===== src/pdc_pkg.sv =====
// Purpose: Shared constants and types for the PLL divider configuration block
// Assumes: Byte-wide registers at the device's own register addresses
// Notes: Reset values and prescaler codes live here only

package pdc_pkg;

   // Register address width and data width
   localparam int ADDR_W = 10;
   localparam int DATA_W = 8;

   // Register addresses
   localparam logic [9:0] ADDR_REF_LOW = 10'h011;
   localparam logic [9:0] ADDR_REF_HIGH = 10'h012;
   localparam logic [9:0] ADDR_SWALLOW = 10'h013;
   localparam logic [9:0] ADDR_MAIN_LOW = 10'h014;
   localparam logic [9:0] ADDR_MAIN_HIGH = 10'h015;
   localparam logic [9:0] ADDR_CTRL = 10'h016;

   // Counter widths
   localparam int REF_W = 14;
   localparam int SWALLOW_W = 6;
   localparam int MAIN_W = 13;
   localparam int REF_HIGH_W = 6;
   localparam int MAIN_HIGH_W = 5;
   localparam int PRE_CNT_W = 6;

   // Values after reset
   localparam logic [7:0] RST_REF_LOW = 8'h01;
   localparam logic [5:0] RST_REF_HIGH = 6'h00;
   localparam logic [5:0] RST_SWALLOW = 6'h00;
   localparam logic [7:0] RST_MAIN_LOW = 8'h03;
   localparam logic [4:0] RST_MAIN_HIGH = 5'h00;
   localparam logic [7:0] RST_CTRL = 8'h06;

   // Prescaler mode codes
   localparam logic [2:0] PRE_FD1 = 3'h0;
   localparam logic [2:0] PRE_FD2 = 3'h1;
   localparam logic [2:0] PRE_DM2 = 3'h2;
   localparam logic [2:0] PRE_DM4 = 3'h3;
   localparam logic [2:0] PRE_DM8 = 3'h4;
   localparam logic [2:0] PRE_DM16 = 3'h5;
   localparam logic [2:0] PRE_DM32 = 3'h6;
   localparam logic [2:0] PRE_FD3 = 3'h7;

   // Divider control register, bit 7 down to bit 0
   typedef struct packed {
      logic cp_half;
      logic rst_ref;
      logic rst_fb;
      logic rst_all;
      logic main_bypass;
      logic [2:0] pre_mode;
   } pdc_ctrl_t;

endpackage : pdc_pkg


===== src/pdc_pll_divider_config.sv =====
// Purpose: Register file and counters of the synthesizer reference and feedback dividers
// Assumes: ref_tick and osc_tick are one-cycle events synchronous to clk
// Notes: Feedback ratio is P*B + A with A swallowed from B in dual-modulus modes; registers written by byte

`timescale 1ns/100ps

module pdc_pll_divider_config (
   // Clock and reset
   input wire logic clk,
   input wire logic rst_n,
   // Register port
   input wire logic [9:0] reg_addr,
   input wire logic [7:0] reg_wdata,
   input wire logic reg_wr,
   input wire logic reg_rd,
   output logic [7:0] reg_rdata,
   // Clock events
   input wire logic ref_tick,
   input wire logic osc_tick,
   // Divider outputs
   output logic ref_div_tick,
   output logic prescaler_tick,
   output logic fb_div_tick,
   // Status and analog controls
   output logic charge_pump_output_half,
   output logic ref_div_held,
   output logic fb_div_held,
   output logic fixed_divide_mode,
   output logic dual_modulus_mode
);

   // Register storage
   logic [7:0] ref_low;
   logic [5:0] ref_high;
   logic [5:0] swallow_count;
   logic [7:0] main_count_low;
   logic [4:0] main_count_high;
   pdc_pkg::pdc_ctrl_t divider_control;

   // Write decode
   logic wr_ref_low;
   logic wr_ref_high;
   logic wr_swallow;
   logic wr_main_low;
   logic wr_main_high;
   logic wr_ctrl;
   logic [7:0] rd_mux;

   assign wr_ref_low = reg_wr && (reg_addr == pdc_pkg::ADDR_REF_LOW);
   assign wr_ref_high = reg_wr && (reg_addr == pdc_pkg::ADDR_REF_HIGH);
   assign wr_swallow = reg_wr && (reg_addr == pdc_pkg::ADDR_SWALLOW);
   assign wr_main_low = reg_wr && (reg_addr == pdc_pkg::ADDR_MAIN_LOW);
   assign wr_main_high = reg_wr && (reg_addr == pdc_pkg::ADDR_MAIN_HIGH);
   assign wr_ctrl = reg_wr && (reg_addr == pdc_pkg::ADDR_CTRL);

   always_ff @(posedge clk or negedge rst_n) begin
      if (!rst_n) begin
         ref_low <= pdc_pkg::RST_REF_LOW;
         ref_high <= pdc_pkg::RST_REF_HIGH;
      end else begin
         if (wr_ref_low) begin
            ref_low <= reg_wdata;
         end
         if (wr_ref_high) begin
            ref_high <= reg_wdata[5:0];
         end
      end
   end

   always_ff @(posedge clk or negedge rst_n) begin
      if (!rst_n) begin
         swallow_count <= pdc_pkg::RST_SWALLOW;
         main_count_low <= pdc_pkg::RST_MAIN_LOW;
         main_count_high <= pdc_pkg::RST_MAIN_HIGH;
      end else begin
         if (wr_swallow) begin
            swallow_count <= reg_wdata[5:0];
         end
         if (wr_main_low) begin
            main_count_low <= reg_wdata;
         end
         if (wr_main_high) begin
            main_count_high <= reg_wdata[4:0];
         end
      end
   end

   always_ff @(posedge clk or negedge rst_n) begin
      if (!rst_n) begin
         divider_control <= pdc_pkg::pdc_ctrl_t'(pdc_pkg::RST_CTRL);
      end else if (wr_ctrl) begin
         divider_control <= pdc_pkg::pdc_ctrl_t'(reg_wdata);
      end
   end

   // Read path: unused bits and unmapped addresses read zero
   assign rd_mux = (reg_addr == pdc_pkg::ADDR_REF_LOW) ? ref_low :
                   (reg_addr == pdc_pkg::ADDR_REF_HIGH) ? {2'h0, ref_high} :
                   (reg_addr == pdc_pkg::ADDR_SWALLOW) ? {2'h0, swallow_count} :
                   (reg_addr == pdc_pkg::ADDR_MAIN_LOW) ? main_count_low :
                   (reg_addr == pdc_pkg::ADDR_MAIN_HIGH) ? {3'h0, main_count_high} :
                   (reg_addr == pdc_pkg::ADDR_CTRL) ? 8'(divider_control) : 8'h00;

   always_ff @(posedge clk or negedge rst_n) begin
      if (!rst_n) begin
         reg_rdata <= 8'h00;
      end else if (reg_rd) begin
         reg_rdata <= rd_mux;
      end
   end

   // Counter settings and holds
   logic [13:0] ref_load;
   logic [12:0] main_load;
   logic ref_hold;
   logic fb_hold;

   assign ref_load = {ref_high, ref_low};
   // Bypass loads one so every prescaler cycle ends a feedback cycle
   assign main_load = divider_control.main_bypass ? 13'h0001 :
                      {main_count_high, main_count_low};
   assign ref_hold = divider_control.rst_ref || divider_control.rst_all;
   assign fb_hold = divider_control.rst_fb || divider_control.rst_all;

   assign charge_pump_output_half = divider_control.cp_half;
   assign ref_div_held = ref_hold;
   assign fb_div_held = fb_hold;

   // Reference divider
   pdc_divcount #(
      .W(pdc_pkg::REF_W)
   ) u_ref_div (
      .clk(clk),
      .rst_n(rst_n),
      .hold(ref_hold),
      .tick(ref_tick),
      .load(ref_load),
      .count(),
      .done(ref_div_tick)
   );

   // Feedback prescaler
   logic swallow_active;
   logic [5:0] swallow_left;
   logic [12:0] main_left;
   logic main_end;

   pdc_prescaler u_prescaler (
      .clk(clk),
      .rst_n(rst_n),
      .hold(fb_hold),
      .osc_tick(osc_tick),
      .mode(divider_control.pre_mode),
      .swallow_active(swallow_active),
      .fixed_divide_mode(fixed_divide_mode),
      .dual_modulus_mode(dual_modulus_mode),
      .pre_tick(prescaler_tick)
   );

   // Main feedback counter, advanced by prescaler output
   pdc_divcount #(
      .W(pdc_pkg::MAIN_W)
   ) u_main_div (
      .clk(clk),
      .rst_n(rst_n),
      .hold(fb_hold),
      .tick(prescaler_tick),
      .load(main_load),
      .count(main_left),
      .done()
   );

   // Swallow counter: in dual-modulus modes prescaler runs at P+1 until it has counted A cycles
   assign main_end = (main_left <= 13'h0001);
   assign swallow_active = (swallow_left != 6'h00) && !divider_control.main_bypass;

   // Bypass acts at once, so a stale main count cannot delay the first feedback pulse
   logic next_fb_div_tick;
   assign next_fb_div_tick = prescaler_tick && (main_end || divider_control.main_bypass);

   always_ff @(posedge clk or negedge rst_n) begin
      if (!rst_n) begin
         fb_div_tick <= 1'b0;
      end else if (fb_hold) begin
         fb_div_tick <= 1'b0;
      end else begin
         fb_div_tick <= next_fb_div_tick;
      end
   end

   always_ff @(posedge clk or negedge rst_n) begin
      if (!rst_n) begin
         swallow_left <= 6'h00;
      end else if (fb_hold) begin
         swallow_left <= 6'h00;
      end else if (prescaler_tick) begin
         swallow_left <= main_end ? swallow_count : swallow_left - {5'h00, swallow_active};
      end
   end

   // Checks
   property p_cp_half;
      @(posedge clk) disable iff (!rst_n)
      wr_ctrl |=> (charge_pump_output_half == $past(reg_wdata[7]));
   endproperty
   a_cp_half: assert property (p_cp_half) else $error("pump mid-supply force wrong");

   property p_ref_hold;
      @(posedge clk) disable iff (!rst_n)
      (divider_control.rst_ref && !wr_ctrl) |=> !ref_div_tick;
   endproperty
   a_ref_hold: assert property (p_ref_hold) else $error("reference divider ran in hold");

   property p_fb_hold;
      @(posedge clk) disable iff (!rst_n)
      (divider_control.rst_fb && !wr_ctrl) |=> (!fb_div_tick && !prescaler_tick);
   endproperty
   a_fb_hold: assert property (p_fb_hold) else $error("feedback divider ran in hold");

   property p_all_hold;
      @(posedge clk) disable iff (!rst_n)
      (divider_control.rst_all && !wr_ctrl) |=> (!fb_div_tick && !ref_div_tick);
   endproperty
   a_all_hold: assert property (p_all_hold) else $error("counter ran under collective hold");

   property p_ref_high_read;
      @(posedge clk) disable iff (!rst_n)
      (reg_rd && reg_addr == pdc_pkg::ADDR_REF_HIGH) |=> (reg_rdata[7:6] == 2'h0);
   endproperty
   a_ref_high_read: assert property (p_ref_high_read) else $error("ref high spare bits");

   property p_swallow_read;
      @(posedge clk) disable iff (!rst_n)
      (reg_rd && reg_addr == pdc_pkg::ADDR_SWALLOW && !reg_wr) |=>
         (reg_rdata == {2'h0, swallow_count});
   endproperty
   a_swallow_read: assert property (p_swallow_read) else $error("swallow readback wrong");

   property p_main_high_read;
      @(posedge clk) disable iff (!rst_n)
      (reg_rd && reg_addr == pdc_pkg::ADDR_MAIN_HIGH) |=> (reg_rdata[7:5] == 3'h0);
   endproperty
   a_main_high_read: assert property (p_main_high_read) else $error("main high spare bits");

   property p_bypass;
      @(posedge clk) disable iff (!rst_n)
      (divider_control.main_bypass && !fb_hold && prescaler_tick && !wr_ctrl) |=> fb_div_tick;
   endproperty
   a_bypass: assert property (p_bypass) else $error("bypass did not divide by one");

   property p_div1;
      @(posedge clk) disable iff (!rst_n)
      (divider_control.pre_mode == pdc_pkg::PRE_FD1 && !fb_hold && osc_tick && !wr_ctrl)
         |=> prescaler_tick;
   endproperty
   a_div1: assert property (p_div1) else $error("prescaler code zero not divide by one");

   property p_fixed_codes;
      @(posedge clk) disable iff (!rst_n)
      (divider_control.pre_mode == pdc_pkg::PRE_FD2 ||
       divider_control.pre_mode == pdc_pkg::PRE_FD3)
         |-> (fixed_divide_mode && !dual_modulus_mode);
   endproperty
   a_fixed_codes: assert property (p_fixed_codes) else $error("fixed code flagged dual");

   property p_ref_low_write;
      @(posedge clk) disable iff (!rst_n)
      wr_ref_low |=> (ref_low == $past(reg_wdata));
   endproperty
   a_ref_low_write: assert property (p_ref_low_write) else $error("ref low write lost");

   property p_ref_high_write;
      @(posedge clk) disable iff (!rst_n)
      wr_ref_high |=> (ref_high == $past(reg_wdata[5:0]));
   endproperty
   a_ref_high_write: assert property (p_ref_high_write) else $error("ref high write lost");

   property p_swallow_write;
      @(posedge clk) disable iff (!rst_n)
      wr_swallow |=> (swallow_count == $past(reg_wdata[5:0]));
   endproperty
   a_swallow_write: assert property (p_swallow_write) else $error("swallow write lost");

   property p_main_low_write;
      @(posedge clk) disable iff (!rst_n)
      wr_main_low |=> (main_count_low == $past(reg_wdata));
   endproperty
   a_main_low_write: assert property (p_main_low_write) else $error("main low write lost");

   property p_mode_write;
      @(posedge clk) disable iff (!rst_n)
      wr_ctrl |=> (divider_control.pre_mode == $past(reg_wdata[2:0]));
   endproperty
   a_mode_write: assert property (p_mode_write) else $error("prescaler code write lost");

   property p_fb_from_pre;
      @(posedge clk) disable iff (!rst_n)
      fb_div_tick |-> $past(prescaler_tick);
   endproperty
   a_fb_from_pre: assert property (p_fb_from_pre) else $error("fb tick without prescaler");

endmodule : pdc_pll_divider_config


===== src/pdc_divcount.sv =====
// Purpose: Reloadable down counter that pulses once per full count
// Assumes: tick is a one-cycle event in the clk domain
// Notes: A load of zero behaves as divide-by-one

`timescale 1ns/100ps

module pdc_divcount #(
   parameter int W = 14
) (
   // Clock and reset
   input wire logic clk,
   input wire logic rst_n,
   // Control
   input wire logic hold,
   input wire logic tick,
   input wire logic [W-1:0] load,
   // Status
   output logic [W-1:0] count,
   output logic done
);

   logic at_end;
   logic [W-1:0] next_count;

   // Zero counts as end so that a counter freed from hold fires on its first tick
   assign at_end = (count <= W'(1));
   assign next_count = at_end ? load : count - W'(1);

   always_ff @(posedge clk or negedge rst_n) begin
      if (!rst_n) begin
         count <= '0;
         done <= 1'b0;
      end else if (hold) begin
         count <= '0;
         done <= 1'b0;
      end else begin
         done <= tick && at_end;
         if (tick) begin
            count <= next_count;
         end
      end
   end

endmodule : pdc_divcount


===== src/pdc_prescaler.sv =====
// Purpose: Fixed or dual-modulus prescaler for the feedback divider
// Assumes: osc_tick is one cycle per oscillator edge
// Notes: Modulus is combinational, not registered; a change mid-cycle takes effect at once

`timescale 1ns/100ps

module pdc_prescaler (
   // Clock and reset
   input wire logic clk,
   input wire logic rst_n,
   // Control
   input wire logic hold,
   input wire logic osc_tick,
   input wire logic [2:0] mode,
   input wire logic swallow_active,
   // Status
   output logic fixed_divide_mode,
   output logic dual_modulus_mode,
   output logic pre_tick
);

   logic [5:0] base;
   logic [5:0] modulus;
   logic [5:0] cnt;
   logic [5:0] cnt_inc;
   logic wrap;

   assign base = (mode == pdc_pkg::PRE_FD1) ? 6'h01 :
                 (mode == pdc_pkg::PRE_FD2) ? 6'h02 :
                 (mode == pdc_pkg::PRE_FD3) ? 6'h03 :
                 (mode == pdc_pkg::PRE_DM2) ? 6'h02 :
                 (mode == pdc_pkg::PRE_DM4) ? 6'h04 :
                 (mode == pdc_pkg::PRE_DM8) ? 6'h08 :
                 (mode == pdc_pkg::PRE_DM16) ? 6'h10 : 6'h20;
   assign dual_modulus_mode = (mode >= pdc_pkg::PRE_DM2) && (mode <= pdc_pkg::PRE_DM32);
   assign fixed_divide_mode = !dual_modulus_mode;
   // Extra count only while swallowing; a zero swallow count leaves the base ratio
   assign modulus = base + {5'h00, dual_modulus_mode && swallow_active};
   assign cnt_inc = cnt + 6'h01;
   assign wrap = (cnt_inc >= modulus);

   always_ff @(posedge clk or negedge rst_n) begin
      if (!rst_n) begin
         cnt <= '0;
         pre_tick <= 1'b0;
      end else if (hold) begin
         cnt <= '0;
         pre_tick <= 1'b0;
      end else begin
         pre_tick <= osc_tick && wrap;
         if (osc_tick) begin
            cnt <= wrap ? 6'h00 : cnt_inc;
         end
      end
   end

endmodule : pdc_prescaler


===== config.mk =====
export PLATFORM = sky130hd
export DESIGN_NAME = pdc_pll_divider_config
export DESIGN_NICKNAME = d
export VERILOG_FILES = /design/src/pdc_pkg.sv /design/src/pdc_pll_divider_config.sv /design/src/pdc_divcount.sv /design/src/pdc_prescaler.sv
export SDC_FILE = /design/constraint.sdc
export NUM_CORES = 1
export LEC_CHECK = 0
export ABC_AREA = 1
export BUFFER_PORTS_ARGS = -buffer_cell sky130_fd_sc_hd__clkbuf_2
export CORE_MARGIN = 3
export CORE_UTILIZATION = 60
export DETAILED_ROUTE_END_ITERATION = 16
export PLACE_DENSITY_LB_ADDON = 0.2
export SYNTH_ARGS = -nofsm -noshare
export SYNTH_HDL_FRONTEND = slang
export SYNTH_HIERARCHICAL = 1
export SYNTH_SLANG_ARGS = --single-unit

===== constraint.sdc =====
create_clock -name clk -period 2.75 [get_ports clk]
set_clock_uncertainty 0.2 [all_clocks]
set_input_delay 0.1375 -clock clk [delete_from_list [all_inputs] [get_ports clk]]
set_output_delay 0.1375 -clock clk [all_outputs]
set_load 0.01 [all_outputs]

Yosys cells after proc, flatten, opt, wreduce, memory -nomap -nowiden. Cells that the tools add are included.

Add/subtract/negate cells: 5. Reductions and logical operators: 22. Magnitude comparators: 5. Shift operators: 0. Eq/ne operators: 12. Bitwise gates (word level): 0. Mux-type cells: 29. Divide/modulo/power cells: 0. Multiply operators: 0.

Operators with widths (count): two-way mux 6 bit (13); == test 10 x 5 -> 1 bit, second input constant (6); two-way mux 13 bit (4); two-way mux 8 bit (6); two-way mux 14 bit (3); less-or-equal comparator 14 x 1 -> 1 bit, second input constant (1); subtractor 14 x 1 -> 14 bit, second input constant (1); less-or-equal comparator 13 x 1 -> 1 bit, second input constant (1); subtractor 13 x 1 -> 13 bit, second input constant (1); logical AND 1 bit (12); == test 3 bit, second input constant (3); adder 6 x 1 -> 6 bit (1); adder 6 x 1 -> 6 bit, second input constant (1); == test 3 x 2 -> 1 bit, second input constant (2); >= comparator 6 bit (1); nonzero test 2 bit (3); nonzero test 6 bit (1); subtractor 6 x 1 -> 6 bit (1); == test 3 x 1 -> 1 bit, second input constant (1); >= comparator 3 x 2 -> 1 bit, second input constant (1); less-or-equal comparator 3 bit, second input constant (1); logical NOT 3 bit (1); logical OR 1 bit (3); two-way mux 1 bit (3); logical NOT 1 bit (2).

Memories: 0. ROM bits: 0. Bits of input ports: 24. Bits in registers: 91. Logic and storage cells: 92. Output and inout port bits: 16. Bits in latches: 0. Bits in writable memories: 0.

Longest topological paths before layout. Gate-level depths: netlist of run 1.

Word-level depth: 13. Gate-level depth with buffers: 15. Gate-level depth less buffers: 15.

Modules after synthesis. The synthesis of run 1 kept the hierarchy.

By module, submodules not included: pdc_pll_divider_config (area each 3106.7 um^2, cells each 398, times used 1, seq. area each 1407.6 um^2); pdc_divcount (u_ref_div) (area each 1152.4 um^2, cells each 175, times used 1, seq. area each 375.4 um^2); pdc_divcount (u_main_div) (area each 1139.8 um^2, cells each 177, times used 1, seq. area each 350.3 um^2); pdc_prescaler (area each 659.4 um^2, cells each 92, times used 1, seq. area each 175.2 um^2).

Worst setup path after synthesis of run 1. OpenSTA, ideal clock, no wires.

Kind: reg-to-reg. From: reg divider_control[2] (netlist bit). To: reg u_prescaler.cnt[0]. Setup time: 78 ps. Cell stages (with the launch flop): 14. Required time: 2472 ps. Buffers on the path: 0. Slack: 379 ps. Arrival: 2093 ps. Clock period less this slack: 2371 ps. Path through: dfstp_2 > nand3_2 > o21ai_2 > inv_1 > a21oi_1 > ha_1 > ha_1 > xor2_1 > ha_1 > nand2_1 > nor2_1 > nand2_1 > nand3_2 > o21bai_1.

Elaborated cells on any way between the ends: 23. Classes of those cells: add/sub: 1; order compare: 3; eq/ne: 6; mux: 10; reduce/logical: 3.

RTL lines: from (decl) (RTL line pdc_pll_divider_config.sv:38) `pdc_pkg::pdc_ctrl_t divider_control;`; from (signal assigned) (RTL line pdc_pll_divider_config.sv:90) `divider_control <= pdc_pkg::pdc_ctrl_t'(pdc_pkg::RST_CTRL);`; from (signal assigned) (RTL line pdc_pll_divider_config.sv:92) `divider_control <= pdc_pkg::pdc_ctrl_t'(reg_wdata);`; >= comparator 3 x 2 -> 1 bit or less-or-equal comparator 3 bit (tied branches) (RTL line pdc_prescaler.sv:35) `assign dual_modulus_mode = (mode >= pdc_pkg::PRE_DM2) && (mode <= pdc_pkg::PRE_DM32);`; logical AND 1 bit (*) (RTL line pdc_prescaler.sv:35); via dual_modulus_mode (RTL line pdc_pll_divider_config.sv:29) `output logic dual_modulus_mode`; logical AND 1 bit (*) (RTL line pdc_prescaler.sv:38) `assign modulus = base + {5'h00, dual_modulus_mode && swallow_active};`; adder 6 x 1 -> 6 bit (*) (RTL line pdc_prescaler.sv:38); >= comparator 6 bit (*) (RTL line pdc_prescaler.sv:40) `assign wrap = (cnt_inc >= modulus);`; two-way mux 6 bit (*) (RTL line pdc_prescaler.sv:52) `cnt <= wrap ? 6'h00 : cnt_inc;`; two-way mux 6 bit (*) (RTL line pdc_prescaler.sv:51) `if (osc_tick) begin`; two-way mux 6 bit (*) (RTL line pdc_prescaler.sv:46) `end else if (hold) begin`; to (signal assigned) (RTL line pdc_prescaler.sv:52); to (decl) (RTL line pdc_prescaler.sv:24) `logic [5:0] cnt;`.

Mark *: on every way through the listed nets, which the timed path passes. The rest lies on a longest branch. The select of a mux whose other input is x is not followed. A chain may end at the register's enable or synchronous reset.

Worst setup path in the final report of run 1.
From: reg swallow_left[2]. To: reg u_prescaler.pre_tick.

Cells in the longest elaborated chain, start to end: 7.

Ends and longest elaborated chain: from (decl) (RTL line pdc_pll_divider_config.sv:144) `logic [5:0] swallow_left;`; from (signal assigned) (RTL line pdc_pll_divider_config.sv:197) `swallow_left <= main_end ? swallow_count : swallow_left - {5'h00, swallow_active};`; nonzero test 6 bit (RTL line pdc_pll_divider_config.sv:175) `assign swallow_active = (swallow_left != 6'h00) && !divider_control.main_bypass;`; logical AND 1 bit (RTL line pdc_pll_divider_config.sv:175); via swallow_active (RTL line pdc_pll_divider_config.sv:143) `logic swallow_active;`; logical AND 1 bit (RTL line pdc_prescaler.sv:38); adder 6 x 1 -> 6 bit (RTL line pdc_prescaler.sv:38); >= comparator 6 bit (RTL line pdc_prescaler.sv:40); logical AND 1 bit (RTL line pdc_prescaler.sv:50) `pre_tick <= osc_tick && wrap;`; two-way mux 1 bit (RTL line pdc_prescaler.sv:46); to (signal assigned) (RTL line pdc_prescaler.sv:50); to (decl) (RTL line pdc_prescaler.sv:19) `output logic pre_tick`.

The timed path passes the listed nets, and every way through them passes these cells.

==> results of run 1 <==
-- power groups by stage --
| stage | clock network [uW] | logic [uW] | registers (uW) |
|---|---|---|---|
| after global placement | 0 | 2000 | 1890 |
| after detailed placement | 0 | 2080 | 1900 |
| final | 926 | 2120 | 1880 |
| after CTS | 946 | 2100 | 1870 |
| after floorplan | 0 | 1660 | 1830 |
| after global routing | 1000 | 2450 | 1920 |
-- final cells by class --
cell class / count / area, um^2 / share of cell area
clock buffers: 10 / 128 / 0.0192
well taps: 129 / 161 / 0.0243
flip-flops and latches: 91 / 2280 / 0.344
multi-input cells: 608 / 3150 / 0.475
repair buffers: 57 / 368 / 0.0555
clock inverters: 6 / 71.3 / 0.0108
inverters: 123 / 467 / 0.0704
-- worst min path at each step --
| stage | startpoint | endpoint | slack (ps) | cells after the start |
|---|---|---|---|---|
| finish | reg_wdata[0] | divider_control[0]$_DFFE_PN0P_ | 20 | 3 |
| global route | reg_wdata[0] | swallow_count[0]$_DFFE_PN0P_ | 30 | 3 |
| CTS | reg_wdata[2] | swallow_count[2]$_DFFE_PN0P_ | 6 | 3 |
| detailed placement | rst_n | u_main_div/count[12]$_DFFE_PN0P_ | 20 | 1 |
| global placement | rst_n | u_main_div/count[12]$_DFFE_PN0P_ | 10 | 1 |
| floorplan | rst_n | charge_pump_output_half$_DFFE_PN0P_ | -360 | 0 |
-- flip-flops by register name (all words and copies together), names as in the netlist --
name,count
main_count_high,5
u_prescaler/cnt,6
u_prescaler/pre_tick,1
divider_control,7
charge_pump_output_half,1
ref_high,6
swallow_count,6
fb_div_tick,1
u_ref_div/count,14
main_count_low,8
reg_rdata,8
swallow_left,6
u_main_div/count,13
ref_low,8
u_ref_div/done,1
-- what timing repair did --
item / 4_1_cts / 5_1_grt
gates resized for setup: 0 / 2
buffers inserted: 0 / 2
endpoints found under the setup margin: 0 / 4
endpoints found under the hold margin: 78 / 0
hold buffers: 9 / 0
-- worst reg2reg max path: cells and delay by family, from the launching register on --
family / cells / cell delay [ps]
adders and majority gates: 3 / 650
and+or+nand+nor: 5 / 440
DFF: 1 / 400
AOI/OAI and AO/OA: 2 / 390
buffers and inverters: 3 / 260
xor gates and xnor gates: 1 / 160
-- routing by layer --
layer | part of all wire | vias up | routed length (um)
met4 | 0.020 | 0 | 295
li1 | - | 2737 | -
met1 | 0.44 | 2612 | 6330
met3 | 0.056 | 25 | 803
met2 | 0.48 | 177 | 6990
met5 | 0 | - | 0
-- stage by stage --
| stage | worst slack [ps] | total power (uW) | cell area, um^2 |
|---|---|---|---|
| floorplan | 379 | 3500 | 6030 |
| global placement | 281 | 3890 | 6320 |
| detailed placement | 171 | 3980 | 6320 |
| CTS | 171 | 4920 | 6610 |
| global route | -58.9 | 5370 | 6630 |
| finish | 138 | 4920 | 6630 |
==> metrics.csv, run 1 <==
stage;metric;value;unit
status;status;finished clean;
finish;antenna_cells;0;
setup_path;crit_arrival;2660;ps
setup_path;path_buf_inv;3;
floorplan;dieHeight;106;um
cts;clk_pin_slew;90;ps
drt;vias;5551;
drt;drc;0;
floorplan;start_util;0.634;
finish;syn_to_final_growth;9.98;%
timing;post-route-min-period;2610;ps
synth;syn_area_per_cell;7.18;um^2
timing;fin_crit_sh;0.950;
cts;clkSinkCount;91;
setup_path;endpoint_kind;flip-flop;
drt;avgViaCountPerCell;5.42;
setup_path;cp_max_fo;4;
timing;fmax;0.383;GHz
cts;numCtsBuffers;9;
finish;fill_cells;815;
floorplan;core_area;9500;um^2
finish;post-route-util;0.698;
timing;finalSetupTns;0;ps
setup_path;critPathCapture;u_prescaler/pre_tick$_DFF_PN0_;
grt;antenna_found_initial;0;
pwr;p_int;2790;uW
synth;synth_area;6030;um^2
grt;grt_use_met1;0.378;
pwr;leakage;0.00353;uW
setup_path;worstSetupPathType;flip-flop to flip-flop;
finish;fin_nets;929;
setup_path;cp-startpoint;swallow_left[2]$_DFFE_PN0P_;
grt;grt_pass1_vias;5195;
grt;met2_usage;0.431;
pwr;power.clock.fraction;0.188;
timing;slew_headroom;0.551;
pwr;p_comb_frac;0.430;
floorplan;io_pins;40;
grt;top_usage_layer;met2;
timing;whs;23.2;ps
setup_path;rrSetupSlack;140;ps
timing;hold_viol_final;0;
pwr;power_density;742;nW/um^2
setup_path;r2r-end;u_prescaler/pre_tick$_DFF_PN0_;
timing;worst_pin_slew;673;ps
pwr;ir_drop;0.367;mV
finish;final_cell_mix;nand2_1, inv_1, nor2_1;
grt;gr-usage-met3;0.0395;
synth;yosysWarningCount;6;
grt;grt_usage;0.269;
grt;gr-total-overflow;0;
setup_path;path_delay_family;adder cells;
grt;grt_max_degree;53;
finish;finalNonFillerCells;1024;
cts;clockBufferDepth;2;
pwr;switching_share;0.433;
floorplan;fp.dieW;106;um
pwr;p_sw;2130;uW
placed_design;gp_congestion;0.928;
floorplan;row_count;35;
finish;final_common_cell;nand2_1;
drt;routed_wl;14400;um
drt;first_iter_violations;311;
grt;grt_pass1_wl;24600;um
setup_path;cp_num_cells;14;
cts;clk_latency;350;ps
drt;antenna_left;0;
cts;cts_tree;yes;
cts;htree_levels;3;
timing;setup_viol_count_final;0;
cts;root_buffer;clkbuf_8;
setup_path;start_kind;flip-flop;
min_path;hold_class;primary input to flip-flop;
drt;drt_first_pass_iters;5;
placed_design;hpwl;10900;um
drt;wl_per_cell;14.1;um
job;max_cap_viol_count;0;
placed_design;portBuffers;39;
setup_path;cpMaxStageDelayCell;dfrtp_1;
finish;layout-drive-gt1-share;0.177;
setup_path;path_cells;inv_1 > nand4_1 > o21ai_0 > inv_1 > inv_1 > nor2_1 > ha_1 > ha_1 > xor2_1 > ha_1 > nand2_1 > nor2_1 > nand2_2 > a21boi_0;
setup_path;crit_required;2800;ps
pwr;sequentialPowerShare;0.381;
timing;drv_slew;0;
setup_path;reg2regPathDepth;14;
setup_path;r2r-start;swallow_left[2]$_DFFE_PN0P_;
setup_path;slowest_delay;400;ps
placed_design;post-place-cells;997;
synth;synth_nets;879;
floorplan;dieArea;11300;um^2
synth;syn_inst;840;
No activity file was read; power rests on OpenSTA's default activity.
==> run 2, diff against run 1 <==
Settings changed: REMOVE_ABC_BUFFERS set to 1.
==> metrics.csv, run 2 (synthesis results as in run 1) <==
stage;metric;value;unit
timing;hold_viol_final;0;
cts;cts_tree;yes;
finish;antenna_cells;0;
finish;final_common_cell;nand2_1;
grt;gr-total-overflow;0;
finish;syn_to_final_growth;10.3;%
floorplan;row_count;35;
cts;root_buffer;clkbuf_8;
placed_design;hpwl;11000;um
grt;antenna_found_initial;0;
floorplan;io_pins;40;
timing;worst_pin_slew;664;ps
pwr;power_density;772;nW/um^2
placed_design;place_ws;131;ps
timing;finalSetupTns;0;ps
setup_path;crit_arrival;2720;ps
timing;fin_crit_sh;0.962;
pwr;ir_drop;0.390;mV
floorplan;dieHeight;106;um
floorplan;start_util;0.634;
grt;grt_usage;0.267;
finish;top_register;u_ref_div/count;
finish;largest_reg_flops;14;
grt;grt_max_degree;49;
setup_path;worstSetupPathType;flip-flop to flip-flop;
timing;slew_headroom;0.557;
cts;clockBufferDepth;2;
finish;final_cell_mix;nand2_1, inv_1, nor2_1;
drt;drc;0;
pwr;leakage;0.00355;uW
cts;clk_pin_slew;90;ps
status;status;finished clean;
grt;grt_pass1_vias;5286;
job;max_cap_viol_count;0;
placed_design;gp_congestion;0.890;
finish;layout-drive-gt1-share;0.177;
timing;fmax;0.378;GHz
setup_path;rrSetupSlack;110;ps
placed_design;portBuffers;39;
drt;drt_first_pass_iters;5;
setup_path;crit_required;2830;ps
timing;rsz0062_at_grt;no;
setup_path;endpoint_kind;flip-flop;
min_path;hold_class;primary input to flip-flop;
floorplan;core_area;9500;um^2
floorplan;dieArea;11300;um^2
timing;setup_slack;106;ps
grt;grt_pass1_wl;24500;um
finish;largestRegisters;u_ref_div/count: 14 flops, u_main_div/count: 13 flops;
drt;first_iter_violations;255;
drt;antenna_left;0;
setup_path;cp_max_fo;8;
cts;clk_latency;350;ps
floorplan;fp.dieW;106;um
drt;routed_wl;14900;um
cts;cts_setup_buffers;0;
drt;vias;5631;
cts;numCtsBuffers;9;
setup_path;start_kind;flip-flop;
cts;htree_levels;3;
drt;wl_per_cell;14.6;um
drt;avgViaCountPerCell;5.52;
timing;setup_viol_count_final;0;
timing;post-route-min-period;2640;ps
timing;drv_slew;0;
cts;clkSinkCount;91;
finish;fin_nets;926;
==> run 2: changes by cell type in the layout (fill, tap and decap cells not counted), moves of 2 or more <==
| cell | previous run | this run |
|---|---|---|
| inv_6 | 3 | 1 |
| bufinv_16 | 1 | 3 |
| clkinvlp_4 | 2 | 0 |
| dlygate4sd3_1 | 9 | 7 |
==> run 2: path summary, 6_finish.rpt <==
path / start / cells after the start / end
worst min register to register: reg_rdata[2]$_DFFE_PN0P_ / 2 / reg_rdata[2]$_DFFE_PN0P_
worst max-delay path: divider_control[2]$_DFFE_PN1P_ / 13 / u_prescaler/cnt[4]$_DFFE_PN0P_
worst max register to register: divider_control[2]$_DFFE_PN1P_ / 13 / u_prescaler/cnt[4]$_DFFE_PN0P_
min in group asynchronous: rst_n / 2 / u_main_div/count[12]$_DFFE_PN0P_
worst min-delay path: reg_wdata[0] / 3 / main_count_low[0]$_DFFE_PN1P_
max in group asynchronous: rst_n / 3 / swallow_left[1]$_DFFE_PN0P_
==> run 2: where the power goes <==
| group | internal, uW | switching [uW] |
|---|---|---|
| registers | 1580 | 305 |
| logic | 783 | 1370 |
| clock network | 608 | 487 |
| total | 2970 | 2160 |
==> run 2: final cells by class <==
cell class              instances  area, um^2
multi-input cells             608        3160
fillers                       778        2860
flip-flops and latches         91        2280
inverters                     123         467
repair buffers                 54         340
well taps                     129         161
clock buffers                  10         128
clock inverters                 6         113
==> run 2: routing by layer <==
metal,track usage,vias up,part of all wire
met5,0,-,0
met4,0.0694,0,0.014
met3,0.0461,21,0.063
met2,0.454,209,0.49
met1,0.355,2673,0.43
li1,-,2728,-
==> run 2: stage by stage <==
step	std cells	power (uW)	utilization	cell area [um^2]	hold slack (ps)
3_3_place_gp	998	3890	0.666	6320	4.66
6_report	1021	5130	0.700	6650	6.17
2_1_floorplan	822	3450	-	5890	-358
5_1_grt	1021	5500	0.700	6650	18.4
4_1_cts	1021	5110	0.698	6640	0.500
3_5_place_dp	998	4000	0.666	6320	15.5
==> run 2: timing repair <==
action / CTS / global route
gates resized for setup: 0 / 3
endpoints found under the setup margin: 0 / 5
hold endpoints to repair: 63 / 0
hold buffers: 7 / 0
==> run 2: critical path, stage by stage (launching register included) <==
cell and delay, ps:
dfstp_2 630, nand3_2 130, o21ai_2 110, inv_1 80, a21oi_1 130, ha_1 170
ha_1 160, xor2_1 150, ha_1 250, nand2_1 100, nor2_2 50, nand2_2 110
nand3_2 130, o21bai_1 160
==> run 3, diff against run 2 <==
Settings changed: ABC_AREA 1 to unset.
==> metrics.csv, run 3 <==
stage;metric;value;unit
status;status;finished clean;
cts;clk_latency;370;ps
timing;worst_pin_slew;674;ps
finish;seq_area;2280;um^2
drt;drc;0;
pwr;power.total;4450;uW
floorplan;start_util;0.626;
drt;first_iter_violations;285;
cts;clk_pin_slew;90;ps
floorplan;fp.dieW;102;um
grt;grt_usage;0.269;
setup_path;endpoint_kind;flip-flop;
placed_design;hpwl;9550;um
min_path;hold_class;primary input to flip-flop;
cts;clkSinkCount;91;
setup_path;critPathCapture;u_prescaler/cnt[3]$_DFFE_PN0P_;
finish;layout-drive-gt1-share;0.292;
grt;antenna_found_initial;0;
setup_path;start_kind;flip-flop;
grt;gr-total-overflow;0;
drt;antenna_left;0;
placed_design;placed_cell_area;5830;um^2
finish;final_common_cell;dfrtp_1;
setup_path;r2r-start;divider_control[1]$_DFFE_PN1P_;
cts;cts_tree;yes;
grt;grt_pass1_wl;21800;um
finish;syn_to_final_growth;11.8;%
cts;numCtsBuffers;9;
finish;post-route-util;0.700;
timing;post-route-min-period;2630;ps
finish;fill_cells;665;
floorplan;core_area;8810;um^2
placed_design;portBuffers;39;
finish;largest_reg_flops;14;
cts;root_buffer;clkbuf_8;
cts;htree_levels;3;
synth;syn_area_per_cell;10.4;um^2
finish;final_cell_mix;dfrtp_1, mux2_2, clkbuf_2;
drt;avgViaCountPerCell;6.36;
pwr;power_density;722;nW/um^2
finish;fin_nets;623;
setup_path;worstSetupPathType;flip-flop to flip-flop;
grt;grt_pass1_vias;4343;
drt;vias;4435;
timing;rsz0062_at_grt;no;
timing;drv_slew;0;
setup_path;r2r-end;u_prescaler/cnt[3]$_DFFE_PN0P_;
job;max_cap_viol_count;0;
grt;grt_max_degree;50;
pwr;leakage;0.00282;uW
drt;drt_first_pass_iters;5;
synth;syn_inst;529;
finish;design_area;6160;um^2
synth;synth_area;5510;um^2
timing;setup_viol_count_final;0;
setup_path;crit_arrival;2690;ps
timing;fmax;0.381;GHz
min_path;whs_path_depth;4;
drt;wl_per_cell;19.1;um
finish;multi_input_area;3020;um^2
finish;top_register;u_ref_div/count;
floorplan;row_count;34;
setup_path;reg2regPathDepth;10;
timing;slew_headroom;0.551;
timing;hold_viol_final;0;
drt;routed_wl;13300;um
timing;finalSetupTns;0;ps
synth;yosysWarningCount;6;
cts;clockBufferDepth;2;
placed_design;gp_congestion;0.927;
floorplan;dieArea;10400;um^2
setup_path;cp_max_fo;3;
finish;largestRegisters;u_ref_div/count: 14 flops, u_main_div/count: 13 flops;
floorplan;dieHeight;102;um
setup_path;rrSetupSlack;120;ps
timing;whs;97.6;ps
pwr;ir_drop;0.500;mV
finish;antenna_cells;0;
setup_path;cp-startpoint;divider_control[1]$_DFFE_PN1P_;
timing;fin_crit_sh;0.955;
floorplan;io_pins;40;
setup_path;crit_required;2810;ps
==> run 3: changes by cell type in the layout (fill, tap and decap cells not counted), moves of 18 or more <==
cell and change:
nor2b_1 +27, nand2_1 -231, a21oi_1 +18, nand2_2 -23, o21ai_1 -22, o21ai_2 -20, mux2_2 +45, nor2_1 -58
nand3_1 -44, inv_1 -90
==> run 3: metrics by stage <==
step	cells	worst slack (ps)
floorplan	506	34.0
global placement	667	76.4
detailed placement	667	64.1
CTS	695	53.7
global route	697	15.2
finish	697	124
==> run 3: routing by layer <==
metal | track usage | share of wire | up-vias
met2 | 0.457 | 0.51 | 113
met1 | 0.363 | 0.44 | 2215
met5 | 0 | 0 | -
met4 | 0.0595 | 0.0091 | 0
met3 | 0.0485 | 0.044 | 12
li1 | - | - | 2095
==> run 3: final cells by class <==
type / instances / area share
clock buffers: 9 / 0.0201
well taps: 108 / 0.0219
clock inverters: 7 / 0.00832
flip-flops and latches: 91 / 0.371
repair buffers: 67 / 0.0731
inverters: 27 / 0.0164
multi-input cells: 388 / 0.490
==> run 3: critical path, stage by stage, from the launching register on <==
cell,delay (ps)
dfstp_2,540
nand3_2,90
o21a_1,130
and2_1,160
ha_1,190
ha_1,190
xnor2_1,130
ha_1,290
nand4_2,100
or2_1,270
a32o_1,250
==> run 3: how the worst min path moves through the flow <==
stage,startpoint,endpoint,slack (ps)
6_report,reg_addr[5],reg_rdata[5]$_DFFE_PN0P_,100
4_1_cts,reg_addr[9],reg_rdata[5]$_DFFE_PN0P_,80
3_3_place_gp,rst_n,u_main_div/count[12]$_DFFE_PN0P_,5
2_1_floorplan,rst_n,charge_pump_output_half$_DFFE_PN0P_,-360
3_5_place_dp,rst_n,u_main_div/count[0]$_DFFE_PN0P_,10
5_1_grt,reg_wr,ref_high[2]$_DFFE_PN0P_,120
==> run 3: repair_timing <==
item,4_1_cts,5_1_grt
endpoints found under the hold margin,102,0
hold buffers,12,0
setup buffers,0,2
gates resized for setup,0,6
endpoints found under the setup margin,0,7
==> run 3: power by group <==
part / total, uW / switching, uW / internal [uW]
combinational: 1700 / 952 / 746
sequential: 1900 / 328 / 1580
clock: 852 / 516 / 335
